## src/shared/dphy_timing_pkg.sv

```systemverilog
package dphy_timing_pkg;

  localparam int NUM_TIMING = 7;
  localparam int VALUE_WIDTH = 7;
  localparam int ENABLE_BIT = 7;
  localparam int ADDR_WIDTH = 12;

  // Register indices; the byte address is four times the index
  localparam logic [7:0] IDX_PORT0_HS_TRAIL = 8'h46;
  localparam logic [7:0] IDX_PORT0_HS_EXIT = 8'h47;
  localparam logic [7:0] IDX_PORT0_LP_EXCL = 8'h48;
  localparam logic [7:0] IDX_PORT1_CLK_PREPARE = 8'h60;
  localparam logic [7:0] IDX_PORT1_CLK_ZERO = 8'h61;
  localparam logic [7:0] IDX_PORT1_CLK_TRAIL = 8'h62;
  localparam logic [7:0] IDX_PORT1_CLK_POST = 8'h63;

  localparam logic [7:0] TIMING_RESET = 8'h00;

  localparam logic [1:0] RESP_OKAY = 2'h0;
  localparam logic [1:0] RESP_SLVERR = 2'h2;

  typedef struct packed {
    logic overrideEn;
    logic [VALUE_WIDTH-1:0] value;
  } timing_reg_t;

  // Per-port chosen values toward the lane-timing sequencers
  typedef struct packed {
    logic [VALUE_WIDTH-1:0] hsTrail;
    logic [VALUE_WIDTH-1:0] hsExit;
    logic [VALUE_WIDTH-1:0] lpExcl;
  } port0_timing_t;

  typedef struct packed {
    logic [VALUE_WIDTH-1:0] clkPrepare;
    logic [VALUE_WIDTH-1:0] clkZero;
    logic [VALUE_WIDTH-1:0] clkTrail;
    logic [VALUE_WIDTH-1:0] clkPost;
  } port1_timing_t;

  typedef enum logic [1:0] {
    WR_IDLE = 2'b00,
    WR_RESP = 2'b01
  } wr_state_t;

  function automatic logic [ADDR_WIDTH-1:0] byte_addr(input logic [7:0] idx);
    byte_addr = {2'b00, idx, 2'b00};
  endfunction : byte_addr

endpackage : dphy_timing_pkg
```

## src/rtl/csi_dphy_timing_override_regs.sv

```systemverilog
// The AXI4-Lite slave port was left to the implementer.
`timescale 1ns/1ps
// Summary of operation
// - Port 0 HS trail time is automatic unless its override bit is set, then the stored 7-bit value is used.
// - Port 0 HS exit time is automatic unless its override bit is set, then the stored 7-bit value is used.
// - Port 0 LP exclusive time is automatic unless its override bit is set, then the stored value is used.
// - Port 1 clock prepare time is automatic unless its override bit is set, then the stored value is used.
// - Port 1 clock zero time is automatic unless its override bit is set, then the stored value is used.
// - Port 1 clock trail time is automatic unless its override bit is set, then the stored value is used.
// - Port 1 clock post time is automatic unless its override bit is set, then the stored value is used.
// - With override clear the value field is read-only and reads the current automatic value.
// - With override set the value field is writable and reads back the stored value.
// - Every register resets to zero, so automatic timing is in force after reset.
module csi_dphy_timing_override_regs (
  // Clock and reset
  input wire logic clock,
  input wire logic reset_n,
  // AXI4-Lite write address
  input wire logic [dphy_timing_pkg::ADDR_WIDTH-1:0] s_axi_awaddr,
  input wire logic s_axi_awvalid,
  output logic s_axi_awready,
  // AXI4-Lite write data
  input wire logic [31:0] s_axi_wdata,
  input wire logic [3:0] s_axi_wstrb,
  input wire logic s_axi_wvalid,
  output logic s_axi_wready,
  // AXI4-Lite write response
  output logic [1:0] s_axi_bresp,
  output logic s_axi_bvalid,
  input wire logic s_axi_bready,
  // AXI4-Lite read address
  input wire logic [dphy_timing_pkg::ADDR_WIDTH-1:0] s_axi_araddr,
  input wire logic s_axi_arvalid,
  output logic s_axi_arready,
  // AXI4-Lite read data
  output logic [31:0] s_axi_rdata,
  output logic [1:0] s_axi_rresp,
  output logic s_axi_rvalid,
  input wire logic s_axi_rready,
  // Automatically derived timing
  input wire dphy_timing_pkg::port0_timing_t port0Auto,
  input wire dphy_timing_pkg::port1_timing_t port1Auto,
  // Chosen timing to the lane sequencers
  output dphy_timing_pkg::port0_timing_t port0Timing,
  output dphy_timing_pkg::port1_timing_t port1Timing
);

  localparam int N = dphy_timing_pkg::NUM_TIMING;
  localparam int VW = dphy_timing_pkg::VALUE_WIDTH;

  localparam logic [7:0] IDX_TABLE [N] = '{
    dphy_timing_pkg::IDX_PORT0_HS_TRAIL,
    dphy_timing_pkg::IDX_PORT0_HS_EXIT,
    dphy_timing_pkg::IDX_PORT0_LP_EXCL,
    dphy_timing_pkg::IDX_PORT1_CLK_PREPARE,
    dphy_timing_pkg::IDX_PORT1_CLK_ZERO,
    dphy_timing_pkg::IDX_PORT1_CLK_TRAIL,
    dphy_timing_pkg::IDX_PORT1_CLK_POST
  };

  logic awHeld;
  logic wHeld;
  logic [dphy_timing_pkg::ADDR_WIDTH-1:0] awAddr;
  logic [7:0] wByte;
  logic wLane0;
  dphy_timing_pkg::wr_state_t wrState;
  logic doWrite;
  logic [VW-1:0] autoVec [N];
  logic [VW-1:0] chosenVec [N];
  logic [7:0] readVec [N];
  dphy_timing_pkg::timing_reg_t storedVec [N];
  logic [N-1:0] writeHitVec;
  logic [N-1:0] readHitVec;
  logic writeMapped;
  logic [7:0] readByte;
  logic readMapped;

  assign autoVec[0] = port0Auto.hsTrail;
  assign autoVec[1] = port0Auto.hsExit;
  assign autoVec[2] = port0Auto.lpExcl;
  assign autoVec[3] = port1Auto.clkPrepare;
  assign autoVec[4] = port1Auto.clkZero;
  assign autoVec[5] = port1Auto.clkTrail;
  assign autoVec[6] = port1Auto.clkPost;

  // Address and data taken independently, in either order
  always_ff @(posedge clock or negedge reset_n) begin
    if (!reset_n) begin
      awHeld <= 1'b0;
      awAddr <= '0;
    end else if (s_axi_awvalid && s_axi_awready) begin
      awHeld <= 1'b1;
      awAddr <= s_axi_awaddr;
    end else if (doWrite) begin
      awHeld <= 1'b0;
    end
  end

  always_ff @(posedge clock or negedge reset_n) begin
    if (!reset_n) begin
      wHeld <= 1'b0;
      wByte <= '0;
      wLane0 <= 1'b0;
    end else if (s_axi_wvalid && s_axi_wready) begin
      wHeld <= 1'b1;
      wByte <= s_axi_wdata[7:0];
      wLane0 <= s_axi_wstrb[0];
    end else if (doWrite) begin
      wHeld <= 1'b0;
    end
  end

  always_ff @(posedge clock or negedge reset_n) begin
    if (!reset_n) begin
      s_axi_awready <= 1'b1;
      s_axi_wready <= 1'b1;
    end else begin
      s_axi_awready <= !(awHeld || (s_axi_awvalid && s_axi_awready)) || doWrite;
      s_axi_wready <= !(wHeld || (s_axi_wvalid && s_axi_wready)) || doWrite;
      if (doWrite) begin
        s_axi_awready <= 1'b0;
        s_axi_wready <= 1'b0;
      end
      if (s_axi_bvalid && s_axi_bready) begin
        s_axi_awready <= 1'b1;
        s_axi_wready <= 1'b1;
      end
    end
  end

  assign doWrite = awHeld && wHeld && (wrState == dphy_timing_pkg::WR_IDLE);

  always_comb begin
    writeMapped = 1'b0;
    readMapped = 1'b0;
    readByte = '0;
    for (int i = 0; i < N; i++) begin
      writeHitVec[i] = doWrite && wLane0 && (awAddr == dphy_timing_pkg::byte_addr(IDX_TABLE[i]));
      readHitVec[i] = s_axi_araddr == dphy_timing_pkg::byte_addr(IDX_TABLE[i]);
      writeMapped = writeMapped || (awAddr == dphy_timing_pkg::byte_addr(IDX_TABLE[i]));
      readMapped = readMapped || readHitVec[i];
      if (readHitVec[i]) begin
        readByte = readVec[i];
      end
    end
  end

  // Write response; unmapped addresses answer SLVERR and change nothing
  always_ff @(posedge clock or negedge reset_n) begin
    if (!reset_n) begin
      wrState <= dphy_timing_pkg::WR_IDLE;
      s_axi_bvalid <= 1'b0;
      s_axi_bresp <= dphy_timing_pkg::RESP_OKAY;
    end else begin
      case (wrState)
        dphy_timing_pkg::WR_IDLE: begin
          if (doWrite) begin
            wrState <= dphy_timing_pkg::WR_RESP;
            s_axi_bvalid <= 1'b1;
            s_axi_bresp <= writeMapped ? dphy_timing_pkg::RESP_OKAY : dphy_timing_pkg::RESP_SLVERR;
          end
        end
        dphy_timing_pkg::WR_RESP: begin
          if (s_axi_bready) begin
            wrState <= dphy_timing_pkg::WR_IDLE;
            s_axi_bvalid <= 1'b0;
          end
        end
        default: begin
          wrState <= dphy_timing_pkg::WR_IDLE;
          s_axi_bvalid <= 1'b0;
        end
      endcase
    end
  end

  // Read: one cycle from address to data; address refused while data is pending
  always_ff @(posedge clock or negedge reset_n) begin
    if (!reset_n) begin
      s_axi_arready <= 1'b1;
      s_axi_rvalid <= 1'b0;
      s_axi_rdata <= '0;
      s_axi_rresp <= dphy_timing_pkg::RESP_OKAY;
    end else if (s_axi_arvalid && s_axi_arready) begin
      s_axi_arready <= 1'b0;
      s_axi_rvalid <= 1'b1;
      s_axi_rdata <= {24'h00_0000, readByte};
      s_axi_rresp <= readMapped ? dphy_timing_pkg::RESP_OKAY : dphy_timing_pkg::RESP_SLVERR;
    end else if (s_axi_rvalid && s_axi_rready) begin
      s_axi_arready <= 1'b1;
      s_axi_rvalid <= 1'b0;
    end
  end

  for (genvar g = 0; g < N; g++) begin : gen_slot
    timing_override_slot u_slot (
      .clock(clock),
      .reset_n(reset_n),
      .writeHit(writeHitVec[g]),
      .writeByte(wByte),
      .autoValue(autoVec[g]),
      .stored(storedVec[g]),
      .chosen(chosenVec[g]),
      .readback(readVec[g])
    );
  end

  // Structs rebuilt from flopped per-slot choices
  assign port0Timing.hsTrail = chosenVec[0];
  assign port0Timing.hsExit = chosenVec[1];
  assign port0Timing.lpExcl = chosenVec[2];
  assign port1Timing.clkPrepare = chosenVec[3];
  assign port1Timing.clkZero = chosenVec[4];
  assign port1Timing.clkTrail = chosenVec[5];
  assign port1Timing.clkPost = chosenVec[6];

  property p_override_select;
    @(posedge clock) disable iff (!reset_n)
    storedVec[0].overrideEn |=> port0Timing.hsTrail == $past(storedVec[0].value);
  endproperty
  a_override_select: assert property (p_override_select) else $error("trail override not used");

  property p_auto_exit;
    @(posedge clock) disable iff (!reset_n)
    !storedVec[1].overrideEn |=> port0Timing.hsExit == $past(port0Auto.hsExit);
  endproperty
  a_auto_exit: assert property (p_auto_exit) else $error("exit auto value not used");

  property p_lp_excl;
    @(posedge clock) disable iff (!reset_n)
    1'b1 |=> port0Timing.lpExcl == ($past(storedVec[2].overrideEn) ? $past(storedVec[2].value) : $past(port0Auto.lpExcl));
  endproperty
  a_lp_excl: assert property (p_lp_excl) else $error("lp exclusive choice wrong");

  property p_clk_prepare;
    @(posedge clock) disable iff (!reset_n)
    1'b1 |=> port1Timing.clkPrepare == ($past(storedVec[3].overrideEn) ? $past(storedVec[3].value) : $past(port1Auto.clkPrepare));
  endproperty
  a_clk_prepare: assert property (p_clk_prepare) else $error("clock prepare choice wrong");

  property p_clk_post;
    @(posedge clock) disable iff (!reset_n)
    !storedVec[6].overrideEn |=> port1Timing.clkPost == $past(port1Auto.clkPost);
  endproperty
  a_clk_post: assert property (p_clk_post) else $error("clock post auto value not used");

  property p_read_auto;
    @(posedge clock) disable iff (!reset_n)
    (s_axi_arvalid && s_axi_arready && readHitVec[5] && !storedVec[5].overrideEn)
      |=> s_axi_rdata[7:0] == {1'b0, $past(port1Auto.clkTrail)};
  endproperty
  a_read_auto: assert property (p_read_auto) else $error("read of clear override not auto value");

  property p_write_stored;
    @(posedge clock) disable iff (!reset_n)
    (writeHitVec[4] && wByte[dphy_timing_pkg::ENABLE_BIT]) |=> storedVec[4].value == $past(wByte[VW-1:0]);
  endproperty
  a_write_stored: assert property (p_write_stored) else $error("enabled write not stored");

  property p_write_ignored;
    @(posedge clock) disable iff (!reset_n)
    (writeHitVec[0] && !wByte[dphy_timing_pkg::ENABLE_BIT])
      |=> storedVec[0].value == $past(storedVec[0].value) && !storedVec[0].overrideEn;
  endproperty
  a_write_ignored: assert property (p_write_ignored) else $error("value changed with override clear");

  property p_reset_clear;
    @(posedge clock) $rose(reset_n) |-> !storedVec[3].overrideEn && storedVec[3].value == '0;
  endproperty
  a_reset_clear: assert property (p_reset_clear) else $error("register not zero after reset");

  property p_exit_override;
    @(posedge clock) disable iff (!reset_n)
    storedVec[1].overrideEn |=> port0Timing.hsExit == $past(storedVec[1].value);
  endproperty
  a_exit_override: assert property (p_exit_override) else $error("exit override not used");

  property p_clk_zero;
    @(posedge clock) disable iff (!reset_n)
    1'b1 |=> port1Timing.clkZero == ($past(storedVec[4].overrideEn) ? $past(storedVec[4].value) : $past(port1Auto.clkZero));
  endproperty
  a_clk_zero: assert property (p_clk_zero) else $error("clock zero choice wrong");

  property p_clk_trail;
    @(posedge clock) disable iff (!reset_n)
    1'b1 |=> port1Timing.clkTrail == ($past(storedVec[5].overrideEn) ? $past(storedVec[5].value) : $past(port1Auto.clkTrail));
  endproperty
  a_clk_trail: assert property (p_clk_trail) else $error("clock trail choice wrong");

  property p_read_stored;
    @(posedge clock) disable iff (!reset_n)
    (s_axi_arvalid && s_axi_arready && readHitVec[1] && storedVec[1].overrideEn)
      |=> s_axi_rdata[7:0] == {1'b1, $past(storedVec[1].value)};
  endproperty
  a_read_stored: assert property (p_read_stored) else $error("read of set override not stored value");

  property p_value_kept;
    @(posedge clock) disable iff (!reset_n)
    (writeHitVec[6] && !wByte[dphy_timing_pkg::ENABLE_BIT]) |=> $stable(storedVec[6].value);
  endproperty
  a_value_kept: assert property (p_value_kept) else $error("clock post value changed with override clear");

  // Every slot, not just one, must come out of reset on automatic timing
  property p_reset_all_auto;
    @(posedge clock) $rose(reset_n) |->
      !storedVec[0].overrideEn && !storedVec[1].overrideEn && !storedVec[2].overrideEn && !storedVec[3].overrideEn
      && !storedVec[4].overrideEn && !storedVec[5].overrideEn && !storedVec[6].overrideEn;
  endproperty
  a_reset_all_auto: assert property (p_reset_all_auto) else $error("override enable set after reset");

endmodule : csi_dphy_timing_override_regs

```

## src/rtl/timing_override_slot.sv

```systemverilog
`timescale 1ns/1ps
module timing_override_slot (
  // Clock and reset
  input wire logic clock,
  input wire logic reset_n,
  // Register write
  input wire logic writeHit,
  input wire logic [7:0] writeByte,
  // Automatic value
  input wire logic [dphy_timing_pkg::VALUE_WIDTH-1:0] autoValue,
  // Results
  output dphy_timing_pkg::timing_reg_t stored,
  output logic [dphy_timing_pkg::VALUE_WIDTH-1:0] chosen,
  output logic [7:0] readback
);

  logic newEnable;

  assign newEnable = writeByte[dphy_timing_pkg::ENABLE_BIT];

  always_ff @(posedge clock or negedge reset_n) begin
    if (!reset_n) begin
      stored <= dphy_timing_pkg::TIMING_RESET;
    end else if (writeHit) begin
      stored.overrideEn <= newEnable;
      // Value only lands when the override is on in this write
      if (newEnable) begin
        stored.value <= writeByte[dphy_timing_pkg::VALUE_WIDTH-1:0];
      end
    end
  end

  // Chosen view registered so top timing outputs come from flops; the read view below is combinational
  always_ff @(posedge clock or negedge reset_n) begin
    if (!reset_n) begin
      chosen <= '0;
    end else begin
      chosen <= stored.overrideEn ? stored.value : autoValue;
    end
  end

  always_comb begin
    readback = {stored.overrideEn, stored.overrideEn ? stored.value : autoValue};
  end

endmodule : timing_override_slot

```

## config.mk

```make
export PLATFORM = sky130hd
export DESIGN_NAME = csi_dphy_timing_override_regs
export DESIGN_NICKNAME = d
export VERILOG_FILES = /design/src/shared/dphy_timing_pkg.sv /design/src/rtl/csi_dphy_timing_override_regs.sv /design/src/rtl/timing_override_slot.sv
export SDC_FILE = /design/constraint.sdc
export NUM_CORES = 1
export LEC_CHECK = 0
export BUFFER_PORTS_ARGS = -buffer_cell sky130_fd_sc_hd__buf_2
export CAP_MARGIN = 20
export CORE_MARGIN = 2
export CORE_UTILIZATION = 35
export CTS_CLUSTER_DIAMETER = 120
export CTS_CLUSTER_SIZE = 40
export DETAILED_ROUTE_END_ITERATION = 6
export GPL_TIMING_DRIVEN = 0
export PLACE_DENSITY = 0.68
export SLEW_MARGIN = 25
export SYNTH_ARGS = -nofsm -noshare
export SYNTH_HDL_FRONTEND = slang
export SYNTH_SLANG_ARGS = --single-unit
```

## constraint.sdc

```tcl
create_clock -name clock -period 3.4 [get_ports clock]
set_input_delay 0.17 -clock clock [delete_from_list [all_inputs] [get_ports clock]]
set_output_delay 0.17 -clock clock [all_outputs]
set_load 0.05 [all_outputs]
```

Word-level counts from Yosys, hierarchy flattened
Cells that the tools add are included.

Output and inout port bits: 90. Register bits after elaboration: 147. Word-level logic and storage cells: 131. Bits of input ports: 116.

Equality and inequality tests: 17. Muxes and demuxes: 33. Reduce and logical (&&, ||, !) cells: 46.

Operator list (number): 12-bit by 9-bit equality test with 1-bit output (second input constant) (14); 8-bit 2-to-1 mux (7); 7-bit 2-to-1 mux (7); 2-bit AND reduction (9); 1-bit logical OR (16); 1-bit logical AND (15); 1-bit 2-to-1 mux (13); 2-bit 2-to-1 mux (4); 2-bit nonzero test (3); 2-bit inequality test (second input constant) (2); 2-bit one-hot mux with 2 select lines (1); 2-bit by 1-bit equality test with 1-bit output (second input constant) (1); 1-bit logical NOT (2); 2-bit logical NOT (1); 1-bit one-hot mux with 2 select lines (1).

Longest topological paths before layout
Word-level depth: 8. Depth in mapped cells: 7. Depth with buffers taken out: 5.

By module
From an unflattened synthesis, not the netlist that was laid out.

Cells, all modules: 497. Area total of the unflattened synthesis: 6376.1 sq um.

Modules (own cells, without submodules): timing_override_slot (cells an instance 34, area an instance 560.5 sq um, times used 7, seq. area each 375.4 sq um); csi_dphy_timing_override_regs (cells an instance 259, area an instance 2452.4 sq um, times used 1, seq. area each 954.7 sq um).

Worst setup path after synthesis
Ideal clock, no wire load.

Path kind: register -> register. Start: reg s_axi_bvalid (netlist name). End: reg gen_slot[1].u_slot.stored[0] (netlist name). Data required time: 3.275 ns. Arrival time: 1.913 ns. Buffers on the path: 0. Period minus slack after synthesis: 2.038 ns. Library setup time: 0.125 ns. Cell stages (with the launch flop): 6. Setup slack: 1.362 ns. Cells stage by stage: dfrtp_1 and3b_1 nand2_1 nor3_1 nand4_1 mux2_2.

RTL lines: to (signal assigned) (RTL line timing_override_slot.sv:23) `stored <= dphy_timing_pkg::TIMING_RESET;`; to (decl) (RTL line timing_override_slot.sv:12) `output dphy_timing_pkg::timing_reg_t stored,`.

Worst setup path after layout
Start: reg awAddr[9] (netlist name). End: reg gen_slot[6].u_slot.stored[5] (netlist name).

Longest elaborated chain between the ends: 3.

RTL lines: from (decl) (RTL line csi_dphy_timing_override_regs.sv:63) `logic [dphy_timing_pkg::ADDR_WIDTH-1:0] awAddr;`; from (signal assigned) (RTL line csi_dphy_timing_override_regs.sv:93) `awAddr <= s_axi_awaddr;`; 12-bit by 9-bit equality test with 1-bit output (RTL line csi_dphy_timing_override_regs.sv:138) `writeHitVec[i] = doWrite && wLane0 && (awAddr == dphy_timing_pkg::byte_addr(IDX_TABLE[i]));`; 1-bit logical AND (RTL line csi_dphy_timing_override_regs.sv:138); 2-bit AND reduction (no source line); to (signal assigned) (RTL line timing_override_slot.sv:23); to (decl) (RTL line timing_override_slot.sv:12).

No other way between the ends. A chain may end at the register's enable or synchronous reset.

==> impl_metrics.tcl <==
set metrics [dict create \
    ys_types 47 \
    maxSlewViolCount 0 \
    wl_um 17760 \
    gr-usage-all-layers_pct 18.77 \
    dp_slack_ns 0.9968 \
    synth.avg_cell_area_um2 12.50 \
    rr_worst_depth 4 \
    die_area_mm2 0.01935 \
    switching_power_uw 1862 \
    status "complete, no violations" \
    timing.reg2reg.setup_slack_ns 1.04 \
    cts_tree "done" \
    tightest_slew_ns 0.8151 \
    rows 49 \
    final.min_clock_period_ns 2.363 \
    cts.repair.resized 0 \
    final_antenna_net_count 0 \
    cts_setup_buffers 0 \
    worstSetupStartpointType "register" \
    critPathCaptureType "register" \
    root_buffer "clkbuf_16" \
    synth_async_sr_flop_share_pct 100.0 \
    place_area_mm2 0.007569 \
    finalHoldViolCount 0 \
    dp_hpwl_um 12820 \
    r2r_end "gen_slot[6].u_slot.stored[5]" \
    cts_made_buffers 17 \
    drc_errors 0 \
    fin_area_mm2 0.008492 \
    drive_gt1_share_pct 45.84 \
    pwr-share-comb_pct 23.5 \
    gp_congestion 0.9091 \
    clock.fmax_ghz 0.4232 \
    grt_pass1_vias 4952 \
    synth-seq-cells 143 \
    critPathKind "reg -> reg" \
    initial_core_util_pct 35.57 \
    slew_headroom_pct 44.89 \
    utilization_pct 47.27 \
    drt_first_iter_violations 279 \
    final_cell_mix "153 x buf_2, 140 x dfrtp_1, 125 x mux2_2" \
    sw_frac_of_total_pct 35.27 \
    powerDensity_mw_per_mm2 621.6 \
    area_growth_pct 32.90 \
    seq_area_frac_synth_pct 56.06 \
    htree_levels 4 \
    num_vias 4717 \
    setup_ws_ns 1.037 \
    ir_worst_vdd_v 0.0005187 \
    routed_via_density 4.779 \
    p_seq_share_pct 43.2 \
    cts_sinks 143 \
    synth_edf_count 0 \
    grt_overflow 0 \
    skew_ns 0.009242 \
    p_int_uw 3417 \
    hold_path_class "in -> reg" \
    cp_max_fo 7 \
    clockBufferDepth 2 \
    antenna_found_initial 0 \
    cts.clk_slew.worst_paths_ns 0.06 \
    fp.dieW_um 139.1 \
    netlist_instances 511 \
    cp-endpoint "gen_slot[6].u_slot.stored[5]" \
    required_ns 3.70 \
    routedWlPerCell_um 17.99 \
    rsz0062_at_grt "no" \
    pin_count 206 \
    p_leak_uw 0.004051 \
    syn_area_mm2 0.006390 \
    timing.final.crit_share_pct 69.50 \
    ys.flop_type "dfrtp_1" \
    setup_viol 0 \
    tns_ns 0 \
    arrival_ns 2.66 \
    crit_start "awAddr[9]" \
    ys_warn_count 0 \
    max_cap_viol_count 0 \
    timing.rr.start "awAddr[9]" \
    power_frac_clock_pct 33.3 \
    dr.pass1.iters 4 \
    final_common_cell "buf_2" \
    insertion_delay_ns 0.42 \
    dieHeight_um 139.1 \
    finalNetCount 860 \
    grt_pass1_wl_um 27590 \
    portBuffers 152 \
    core_area_mm2 0.01796 \
    n_fill_cell 1667 \
    grt_max_degree 88 \
]
[worst max-delay path, stage by stage, from the launching register on]
cell and delay, ns:
dfrtp_1 0.37, nand2b_1 0.15, nor4_1 0.62, nand4_1 0.63, mux2_2 0.47
[power by group through the flow]
| stage | combinational, µW | clock [µW] | sequential (µW) |
|---|---|---|---|
| after global placement | 1200 | 0 | 2300 |
| final | 1240 | 1760 | 2280 |
| after detailed placement | 1210 | 0 | 2320 |
| after global routing | 1330 | 1880 | 2320 |
| after floorplan | 525 | 0 | 2540 |
| after CTS | 1250 | 1790 | 2290 |
[logic make-up after synthesis]
group                  Yosys count  share of synthesized area [%]
buffers and inverters           57                          5.032
AND/OR/NAND/NOR                116                          9.282
multiplexers                   129                          22.85
flip-flops                     143                          56.06
AO/OA/AOI/OAI                   65                          6.716
other                            1                        0.05869
[cell type report]
type	instances	area, µm²	area share, %
Antenna cell	1	2.502	0.02947
Buffer	48	287.8	3.389
Clock buffer	19	442.9	5.216
Clock inverter	13	117.6	1.385
Inverter	9	33.78	0.3978
Multi-Input combinational cell	336	2580	30.38
Sequential cell	143	3582	42.18
Tap cell	229	286.5	3.374
Timing Repair Buffer	189	1159	13.64
[cell usage after synthesis (all sizes together) (2+ instances only)]
cell | count | area, µm²
dfrtp | 140 | 3503
mux2 | 125 | 1408
nand2 | 36 | 135.1
buf | 31 | 224.0
nor2 | 22 | 82.58
clkbuf | 17 | 63.81
o21ai | 17 | 85.08
a21oi | 15 | 75.07
nand2b | 13 | 81.33
nand3 | 11 | 55.05
inv | 9 | 33.78
o211ai | 9 | 67.56
nor4 | 7 | 50.05
o2bb2ai | 7 | 67.56
nand4 | 6 | 37.54
a22o | 5 | 43.79
nor3 | 5 | 30.03
a22oi | 3 | 22.52
dfstp | 3 | 78.83
mux2i | 3 | 30.03
a31oi | 2 | 12.51
nand3b | 2 | 15.01
nor3b | 2 | 15.01
nor4b | 2 | 17.52
o21a | 2 | 15.01
or4 | 2 | 15.01
[stage by stage]
step / std cells / hold slack, ns / power, µW
floorplan: 536 / -0.1256 / 3064
global placement: 917 / 0.3467 / 3504
detailed placement: 918 / 0.1208 / 3527
CTS: 984 / 0.001228 / 5327
global route: 986 / 0.001972 / 5533
finish: 987 / 0.02067 / 5279
[flip-flops by register name (all words and copies together), names as in the netlist]
name / cells
s_axi_arready: 1
awHeld: 1
gen_slot.u_slot.chosen: 49
s_axi_bresp: 1
wByte: 8
s_axi_rdata: 8
gen_slot.u_slot.readback: 7
s_axi_rvalid: 1
s_axi_rresp: 1
s_axi_bvalid: 1
gen_slot.u_slot.stored: 49
wLane0: 1
s_axi_wready: 1
awAddr: 12
wHeld: 1
s_axi_awready: 1
[how the worst min path moves through the flow]
| stage | slack [ns] | depth (start not counted) | end | from |
|---|---|---|---|---|
| after floorplan | -0.13 | 0 | awAddr[0] | reset_n |
| after global placement | 0.35 | 2 | s_axi_arready | s_axi_arvalid |
| after detailed placement | 0.12 | 1 | gen_slot[5].u_slot.chosen[3] | reset_n |
| after CTS | 0.001 | 2 | gen_slot[1].u_slot.chosen[3] | port0Auto[10] |
| after global routing | 0.002 | 2 | gen_slot[1].u_slot.chosen[3] | port0Auto[10] |
| final | 0.02 | 3 | gen_slot[6].u_slot.chosen[1] | port1Auto[1] |
[layer usage]
layer / track usage, % / vias to the layer above / wire length [µm]
li1: - / 2241 / -
met1: 24.62 / 2277 / 7841
met2: 31.19 / 187 / 8537
met3: 5.110 / 12 / 1154
met4: 4.413 / 0 / 226
met5: 0 / - / 0
[timing repair]
action	in CTS	in global routing
endpoints found under the hold margin	87	2
endpoints found under the setup margin	0	0
hold buffers	34	2
(Power assumes the default switching activity.)
